--- config.mk ---
export PLATFORM = sky130hd
export DESIGN_NAME = pas_synth
export DESIGN_NICKNAME = d
export VERILOG_FILES = /design/src/core/pas_pkg.sv /design/src/core/pas_serial_rx.sv /design/src/core/pas_synth.sv
export VERILOG_INCLUDE_DIRS = /design/src /design/src/core
export SDC_FILE = /design/constraint.sdc
export NUM_CORES = 1
export LEC_CHECK = 0
export BUFFER_PORTS_ARGS = -buffer_cell sky130_fd_sc_hd__buf_2
export CAP_MARGIN = 20
export CORE_ASPECT_RATIO = 0.7
export CORE_MARGIN = 8
export CORE_UTILIZATION = 30
export CTS_CLUSTER_SIZE = 28
export DETAILED_ROUTE_END_ITERATION = 7
export GPL_TIMING_DRIVEN = 0
export HOLD_SLACK_MARGIN = 0.05
export PLACE_DENSITY_LB_ADDON = 0.05
export SLEW_MARGIN = 20
export SYNTH_ARGS = -nofsm -noshare
export SYNTH_HDL_FRONTEND = slang
export SYNTH_SLANG_ARGS = --single-unit
--- constraint.sdc ---
create_clock -name clock_in -period 11.3 [get_ports clock_in]
set_input_delay 0.565 -clock clock_in [delete_from_list [all_inputs] [get_ports clock_in]]
set_output_delay 0.565 -clock clock_in [all_outputs]
set_load 0.02 [all_outputs]
--- src/core/pas_regs.svh ---
// register layout, field positions and reset values of the phase accumulator synthesizer
`ifndef PAS_REGS_SVH
`define PAS_REGS_SVH

// widths
`define PAS_ACC_WIDTH 24
`define PAS_WORD_WIDTH 24
`define PAS_PRESET_WIDTH 22
`define PAS_DEV_WIDTH 8
`define PAS_DEV_SHIFT 2
`define PAS_ENABLE_WIDTH 13
`define PAS_SINE_WIDTH 11
`define PAS_LUT_BITS 4

// latch select field of a control word
`define PAS_ADDR_MSB 23
`define PAS_ADDR_LSB 22
`define PAS_ADDR_MODE0_FREQ 2'h0
`define PAS_ADDR_MODE1_FREQ 2'h1
`define PAS_ADDR_MODE1_CTRL 2'h2
`define PAS_ADDR_MODE0_CTRL 2'h3

// frequency words
`define PAS_PRESET_MSB 21
`define PAS_PRESET_LSB 0

// mode 1 control word
`define PAS_ENABLE_MSB 12
`define PAS_ENABLE_LSB 0
`define PAS_OSC_ENABLE_BIT 11
`define PAS_DIV_SEL_BIT 13
`define PAS_MOD_SEL_BIT 16
`define PAS_ACQ_MSB 19
`define PAS_ACQ_LSB 17

// mode 0 control word
`define PAS_DEV_MSB 20
`define PAS_DEV_LSB 13

// reset values
`define PAS_PRESET_RESET 22'h000000
`define PAS_ENABLE_RESET 13'h0000
`define PAS_DEV_RESET 8'h00
`define PAS_ACQ_RESET 3'h0
`define PAS_DIV_RESET 1'h0
`define PAS_MOD_RESET 1'h0
`define PAS_ACC_RESET 24'h000000
`define PAS_SINE_MID 11'h400

`endif

--- src/core/pas_pkg.sv ---
// types shared by the phase accumulator synthesizer files
`include "pas_regs.svh"

package pas_pkg;

  // one received control word and its load pulse
  typedef struct packed {
    logic load;
    logic [`PAS_WORD_WIDTH-1:0] word;
  } pas_word_s;

  // loop settings taken from the mode 1 control word
  typedef struct packed {
    logic div_512;
    logic modulation_select_bit;
    logic [2:0] acquisition_current_factor;
  } pas_loop_cfg_s;

  // latch select field
  typedef logic [1:0] pas_addr_t;

endpackage

--- src/core/pas_serial_rx.sv ---
// three-wire serial receiver: pin synchronisers, shift register, strobe load
`timescale 1ns/1ps
`include "pas_regs.svh"

module pas_serial_rx (
  // clock and reset
  input wire logic clock_in,
  input wire logic reset_in,
  // serial pins
  input wire logic serial_clock_in,
  input wire logic serial_data_in,
  input wire logic strobe_in,
  // received word
  output pas_pkg::pas_word_s word_out
);
  import pas_pkg::*;

  logic [1:0] clk_sync; // serial clock synchroniser
  logic [1:0] dat_sync; // serial data synchroniser
  logic [1:0] stb_sync; // strobe synchroniser
  logic clk_prev; // last synced serial clock
  logic stb_prev; // last synced strobe
  logic [`PAS_WORD_WIDTH-1:0] shift; // shift register
  pas_word_s result; // word and load pulse

  // two flip-flops on each pin before any logic looks at it
  always_ff @(posedge clock_in or posedge reset_in) begin
    if (reset_in) begin
      clk_sync <= 2'h0;
      dat_sync <= 2'h0;
      stb_sync <= 2'h0;
    end else begin
      clk_sync <= {clk_sync[0], serial_clock_in};
      dat_sync <= {dat_sync[0], serial_data_in};
      stb_sync <= {stb_sync[0], strobe_in};
    end
  end

  // delayed copies for edge detection on the synced levels
  always_ff @(posedge clock_in or posedge reset_in) begin
    if (reset_in) begin
      clk_prev <= 1'h0;
      stb_prev <= 1'h0;
    end else begin
      clk_prev <= clk_sync[1];
      stb_prev <= stb_sync[1];
    end
  end

  // shift in msb first; older leading bits fall off the top
  always_ff @(posedge clock_in or posedge reset_in) begin
    if (reset_in) begin
      shift <= '0;
    end else if (clk_sync[1] && !clk_prev && !stb_sync[1]) begin
      shift <= {shift[`PAS_WORD_WIDTH-2:0], dat_sync[1]};
    end
  end

  // strobe rise hands the whole word over for one cycle
  always_ff @(posedge clock_in or posedge reset_in) begin
    if (reset_in) begin
      result <= '0;
    end else begin
      result.load <= stb_sync[1] && !stb_prev;
      result.word <= shift;
    end
  end

  assign word_out = result;

endmodule

--- src/core/pas_synth.sv ---
// phase accumulator synthesizer core: setting latches, mode select, fsk, accumulator, sine table
`timescale 1ns/1ps
`include "pas_regs.svh"

module pas_synth (
  // reference clock and reset
  input wire logic clock_in,
  input wire logic reset_in,
  // serial control pins
  input wire logic serial_clock_in,
  input wire logic serial_data_in,
  input wire logic strobe_in,
  // mode, modulation and loop status pins
  input wire logic mode_in,
  input wire logic tx_data_in,
  input wire logic pll_locked_in,
  // synthesizer samples
  output logic [`PAS_ACC_WIDTH-1:0] phase_out,
  output logic [`PAS_SINE_WIDTH-1:0] sine_out,
  output logic [`PAS_ACC_WIDTH-1:0] frequency_out,
  // loop and block controls
  output logic divider_512_out,
  output logic [2:0] acquisition_current_factor_out,
  output logic acquisition_pump_enable_out,
  output logic oscillator_enable_out,
  output logic [`PAS_ENABLE_WIDTH-1:0] block_enable_out
);
  import pas_pkg::*;

  pas_word_s rx_word; // word from the serial receiver
  pas_addr_t rx_addr; // latch select of that word

  // setting latches
  logic [`PAS_PRESET_WIDTH-1:0] mode0_frequency_word; // mode 0 preset
  logic [`PAS_PRESET_WIDTH-1:0] mode1_frequency_word; // mode 1 preset
  logic [`PAS_ENABLE_WIDTH-1:0] mode0_enable; // mode 0 block enables
  logic [`PAS_ENABLE_WIDTH-1:0] mode1_enable; // mode 1 block enables
  logic [`PAS_DEV_WIDTH-1:0] fsk_deviation_value; // deviation register
  pas_loop_cfg_s loop_cfg; // divider, modulation, acquisition

  // synchronised pins
  logic [1:0] mode_sync; // mode pin synchroniser
  logic [1:0] tx_sync; // transmit data synchroniser
  logic [1:0] lock_sync; // lock status synchroniser

  // datapath
  logic [`PAS_PRESET_WIDTH-1:0] preset_sel; // preset picked by mode
  logic fsk_active; // fsk modulation selected
  logic [`PAS_ACC_WIDTH-1:0] dev_term; // deviation shifted into place
  logic [`PAS_ACC_WIDTH-1:0] next_frequency; // next frequency register
  logic [`PAS_ACC_WIDTH-1:0] frequency_reg; // frequency register
  logic [`PAS_ACC_WIDTH-1:0] accumulator; // phase accumulator
  logic [`PAS_ACC_WIDTH-1:0] next_accumulator; // next phase value
  logic [`PAS_LUT_BITS+1:0] lut_phase; // top bits used for the table
  logic [`PAS_LUT_BITS-1:0] lut_index; // quarter-wave index
  logic [9:0] lut_mag; // quarter-wave magnitude
  logic [`PAS_SINE_WIDTH-1:0] next_sine; // signed-offset sample

  // quarter-wave sine magnitudes around mid scale
  localparam logic [9:0] SINE_QUARTER [0:15] = '{
    10'h032, 10'h096, 10'h0F9, 10'h159,
    10'h1B6, 10'h20E, 10'h262, 10'h2B0,
    10'h2F7, 10'h336, 10'h36E, 10'h39E,
    10'h3C4, 10'h3E1, 10'h3F5, 10'h3FE
  };

  // serial receiver for the three-wire bus
  pas_serial_rx u_serial_rx (
    .clock_in(clock_in),
    .reset_in(reset_in),
    .serial_clock_in(serial_clock_in),
    .serial_data_in(serial_data_in),
    .strobe_in(strobe_in),
    .word_out(rx_word)
  );

  assign rx_addr = rx_word.word[`PAS_ADDR_MSB:`PAS_ADDR_LSB];

  // frequency latches; cleared only by reset, never by standby
  always_ff @(posedge clock_in or posedge reset_in) begin
    if (reset_in) begin
      mode0_frequency_word <= `PAS_PRESET_RESET;
      mode1_frequency_word <= `PAS_PRESET_RESET;
    end else if (rx_word.load) begin
      // the addressed latch alone takes the word
      case (rx_addr)
        `PAS_ADDR_MODE0_FREQ: begin
          mode0_frequency_word <= rx_word.word[`PAS_PRESET_MSB:`PAS_PRESET_LSB];
        end
        `PAS_ADDR_MODE1_FREQ: begin
          mode1_frequency_word <= rx_word.word[`PAS_PRESET_MSB:`PAS_PRESET_LSB];
        end
        default: begin
          // control words go to the other latches
        end
      endcase
    end
  end

  // control latches: enables, deviation and loop settings
  always_ff @(posedge clock_in or posedge reset_in) begin
    if (reset_in) begin
      mode0_enable <= `PAS_ENABLE_RESET;
      mode1_enable <= `PAS_ENABLE_RESET;
      fsk_deviation_value <= `PAS_DEV_RESET;
      loop_cfg.div_512 <= `PAS_DIV_RESET;
      loop_cfg.modulation_select_bit <= `PAS_MOD_RESET;
      loop_cfg.acquisition_current_factor <= `PAS_ACQ_RESET;
    end else if (rx_word.load) begin
      case (rx_addr)
        // mode 1 control word
        `PAS_ADDR_MODE1_CTRL: begin
          mode1_enable <= rx_word.word[`PAS_ENABLE_MSB:`PAS_ENABLE_LSB];
          loop_cfg.div_512 <= rx_word.word[`PAS_DIV_SEL_BIT];
          loop_cfg.modulation_select_bit <= rx_word.word[`PAS_MOD_SEL_BIT];
          loop_cfg.acquisition_current_factor <= rx_word.word[`PAS_ACQ_MSB:`PAS_ACQ_LSB];
        end
        // mode 0 control word
        `PAS_ADDR_MODE0_CTRL: begin
          mode0_enable <= rx_word.word[`PAS_ENABLE_MSB:`PAS_ENABLE_LSB];
          fsk_deviation_value <= rx_word.word[`PAS_DEV_MSB:`PAS_DEV_LSB];
        end
        default: begin
          // frequency words handled above
        end
      endcase
    end
  end

  // pins from outside the reference domain pass two flip-flops
  always_ff @(posedge clock_in or posedge reset_in) begin
    if (reset_in) begin
      mode_sync <= 2'h0;
      tx_sync <= 2'h0;
      lock_sync <= 2'h0;
    end else begin
      mode_sync <= {mode_sync[0], mode_in};
      tx_sync <= {tx_sync[0], tx_data_in};
      lock_sync <= {lock_sync[0], pll_locked_in};
    end
  end

  // preset selection and fsk deviation
  always_comb begin
    preset_sel = mode_sync[1] ? mode1_frequency_word : mode0_frequency_word;
    fsk_active = !loop_cfg.modulation_select_bit;
    dev_term = '0;
    if (fsk_active && tx_sync[1]) begin
      // deviation sits above two zero lsbs
      dev_term = {{(`PAS_ACC_WIDTH-`PAS_DEV_WIDTH-`PAS_DEV_SHIFT){1'h0}},
                  fsk_deviation_value, {`PAS_DEV_SHIFT{1'h0}}};
    end
    // two zero top bits extend the 22-bit preset to 24 bits
    next_frequency = {2'h0, preset_sel} + dev_term;
  end

  // frequency register reloads every clock, the phase is untouched
  always_ff @(posedge clock_in or posedge reset_in) begin
    if (reset_in) begin
      frequency_reg <= `PAS_ACC_RESET;
    end else begin
      frequency_reg <= next_frequency;
    end
  end

  // modular add: the carry out is dropped so the ramp wraps
  assign next_accumulator = accumulator + frequency_reg;

  // phase accumulator, one step per reference cycle
  always_ff @(posedge clock_in or posedge reset_in) begin
    if (reset_in) begin
      accumulator <= `PAS_ACC_RESET;
    end else begin
      accumulator <= next_accumulator;
    end
  end

  // quarter-wave lookup folded to a full period
  always_comb begin
    lut_phase = accumulator[`PAS_ACC_WIDTH-1:`PAS_ACC_WIDTH-`PAS_LUT_BITS-2];
    // second and fourth quarters run the table backwards
    lut_index = lut_phase[`PAS_LUT_BITS] ? ~lut_phase[`PAS_LUT_BITS-1:0]
                                         : lut_phase[`PAS_LUT_BITS-1:0];
    lut_mag = SINE_QUARTER[lut_index];
    // second half of the period lies below mid scale
    if (lut_phase[`PAS_LUT_BITS+1]) begin
      next_sine = `PAS_SINE_MID - {1'h0, lut_mag};
    end else begin
      next_sine = `PAS_SINE_MID + {1'h0, lut_mag};
    end
  end

  // sample and phase outputs to the converter
  always_ff @(posedge clock_in or posedge reset_in) begin
    if (reset_in) begin
      phase_out <= `PAS_ACC_RESET;
      sine_out <= `PAS_SINE_MID;
      frequency_out <= `PAS_ACC_RESET;
    end else begin
      phase_out <= accumulator;
      sine_out <= next_sine;
      // step = ratio x reference / 2^24 follows from this word
      frequency_out <= frequency_reg;
    end
  end

  // loop controls and per-mode enables
  always_ff @(posedge clock_in or posedge reset_in) begin
    if (reset_in) begin
      divider_512_out <= `PAS_DIV_RESET;
      acquisition_current_factor_out <= `PAS_ACQ_RESET;
      acquisition_pump_enable_out <= 1'h0;
      oscillator_enable_out <= 1'h0;
      block_enable_out <= `PAS_ENABLE_RESET;
    end else begin
      divider_512_out <= loop_cfg.div_512;
      acquisition_current_factor_out <= loop_cfg.acquisition_current_factor;
      // coarse pump runs only while lock is absent
      acquisition_pump_enable_out <= !lock_sync[1];
      // host clears this bit when an outside oscillator is used
      oscillator_enable_out <= mode_sync[1] ? mode1_enable[`PAS_OSC_ENABLE_BIT]
                                            : mode0_enable[`PAS_OSC_ENABLE_BIT];
      block_enable_out <= mode_sync[1] ? mode1_enable : mode0_enable;
    end
  end

endmodule

==> reports/results.ini <==
[die]
die_x_um = 247
num_io_pins = 86
start_util_pct = 30.3
core_mm2 = 0.0371
fp.dieH_um = 178
rows = 59
die_area_mm2 = 0.0440

[synth]
netlist_top_cells_area = dfrtp_1 (60%), mux2_2 (13%), ha_1 (4.5%)
yosysMostFrequentCell = dfrtp_1
synth_area_mm2 = 0.0112
synth_nets = 858
synth.top_cell.area_share_pct = 59.7
ys_types = 72
avgSynthCellArea_um2 = 13.9
yosys.area.top_type = dfrtp_1
ys_async_sr_fraction_pct = 100
seq_area_frac_synth_pct = 60.0
synth-seq-cells = 269
yosys_warnings = 0
syn_inst = 808
yosys-top-cells-count = dfrtp_1 (268), mux2_2 (131), ha_1 (40)
synth_ff_type = dfrtp_1
synth_edf_count = 0

[clocking]
clk_path_buf_depth = 3
cts_buffers = 29
clk_latency_ps = 550
numClockSinks = 269
clkTransAtPathRegs_ps = 60
htreeDepth = 1
cts_tree = yes
root_buffer = clkbuf_16

[route]
vias = 6538
drt_iter0_drc = 445
wl_per_cell_um = 17.6
route.detailed.drc = 0
viasPerCell = 4.56
drtAntennaViolNets = 0
firstDrtPassIters = 4
wirelength_mm = 25.3

[worst_setup_path]
critPathCaptureType = flip-flop
path_class = reg -> reg
critPathRequiredTime_ps = 11770
worstPathArrival_ps = 4610
reg2reg_depth = 12
worst_setup_path_start_kind = flip-flop
cp_max_fo = 10

[sta]
final-setup-viol-count = 0
fmax_mhz = 242
maxSlewViolCount = 0
rsz0062_at_grt = false
post-route-min-period_ps = 4140
fin_crit_sh_pct = 36.6
setup_slack_ps = 7160
max_slew_margin_pct = 35.4
tightest_slew_ps = 968
tns_ps = 0
skew_ps = 9.48
finalHoldViolCount = 0

[worst_hold_path]
holdPathStages = 1
hold_path_class = in -> reg

[layout]
largest_reg_flops = 25
antennaDiodeCount = 0
multiInputGateArea_mm2 = 0.00428
final-seq-area_mm2 = 0.00673
fin_util_pct = 35.9
final_cell_count_no_fill = 1435
area_growth_pct = 18.5
drive_gt1_share_pct = 31.7
nFillCells = 3644
fin_nets = 977

[power_and_ir_drop]
total_power_mw = 2.31
pwr_density_cell_mw_per_mm2 = 174
p_leak_nw = 6.70
ir_drop_uv = 104

[placement]
place.gp.congestion = 0.811
dp_cells = 1383
io_buffers = 84
hpwl_mm = 18.2
place_ws_ps = 7140

[global_route]
grt_pass1_vias = 6950
grt_use_total_pct = 11.9
grt_overflow_total = 0
grt_max_degree = 87
antenna_found_initial = 0
grt_pass1_wl_mm = 41.4

[outcome]
status = finished clean

[job]
maxCapViolCount = 0

## final timing paths
path | to | from | slack [ps]
setup reg to reg | frequency_reg[20] | mode_sync[1] | 7160
setup / recovery | frequency_reg[20] | mode_sync[1] | 7160
min in group asynchronous | lock_sync[1] | reset_in | 560
max in group asynchronous | loop_cfg[0] | reset_in | 9610
hold reg to reg | u_serial_rx.stb_sync[1] | u_serial_rx.stb_sync[0] | 350
hold / removal | u_serial_rx.clk_sync[0] | serial_clock_in | 120
## metrics by stage
step           hold WS (ps)  cell area, um^2
6_report                119            13300
5_1_grt                86.2            13300
4_1_cts                81.6            13300
3_5_place_dp            335            12300
3_3_place_gp            333            12300
2_1_floorplan           331            11200
## area by class of cell
type / count / share of cell area (%)
inverters: 16 / 0.546
repair buffers: 88 / 3.86
multi-input cells: 497 / 32.2
clock inverters: 8 / 0.564
flip-flops and latches: 269 / 50.6
plain buffers: 26 / 1.11
clock buffers: 43 / 6.53
well taps: 488 / 4.59
## metal layers
| layer | up-vias | GRT usage, % | wire [um] |
|---|---|---|---|
| li1 | 3131 | - | - |
| met1 | 3260 | 18.9 | 13700 |
| met2 | 116 | 15.8 | 9920 |
| met3 | 31 | 2.51 | 1190 |
| met4 | 0 | 2.73 | 488 |
| met5 | - | 0 | 0 |
## where the power goes
part,leakage (nW),internal [mW],switching [mW]
sequential,3.62,1.06,0.0563
combinational,2.62,0.110,0.153
clock,0.466,0.551,0.381
## cell families (layout without fill, tap and decap cells)
group                    Yosys count  count (layout)  synth area share, %
AND/OR/NAND/NOR                  134             134                 6.49
multiplexers                     145             145                 14.5
other                              1               1               0.0334
adder cells (fa/ha/maj)           42              42                 4.81
XOR/XNOR                          52              52                 4.06
flip-flops                       269             269                 60.0
buffers and inverters             42             181                 1.89
AO/OA/AOI/OAI                    123             123                 8.25
## critical path, stage by stage, from the launching register on
cell and delay (ps):
dfrtp_1 420, clkbuf_1 450, buf_1 500, buf_2 420, mux2_2 380, ha_1 240, fa_1 400, a21o_1 190
a21oi_1 260, o21ai_0 210, nand3_1 260, nand3b_1 180, xor2_1 150
## what timing repair did
| action | in CTS | in global routing |
|---|---|---|
| buffers inserted | 0 | 0 |
| endpoints found under the hold margin | 47 | 0 |
| hold buffers | 1 | 0 |
| gates resized for setup | 0 | 0 |
## placed cells by master, fill, tap and decap left out, types with 6 or more instances in the layout
master / instances
dfrtp_1: 268
mux2_2: 131
buf_2: 88
ha_1: 40
nand2_1: 34
a21oi_1: 30
clkbuf_16: 29
xor2_1: 28
xnor2_1: 24
o21ai_0: 18
nor2_1: 17
clkbuf_1: 16
nand3_1: 16
a21o_1: 15
inv_1: 14
mux2i_1: 13
and2_1: 11
clkbuf_8: 9
nand2b_1: 8
nand4_1: 8
nor2b_1: 6
and3_1: 6
(Power assumes the default switching activity.)
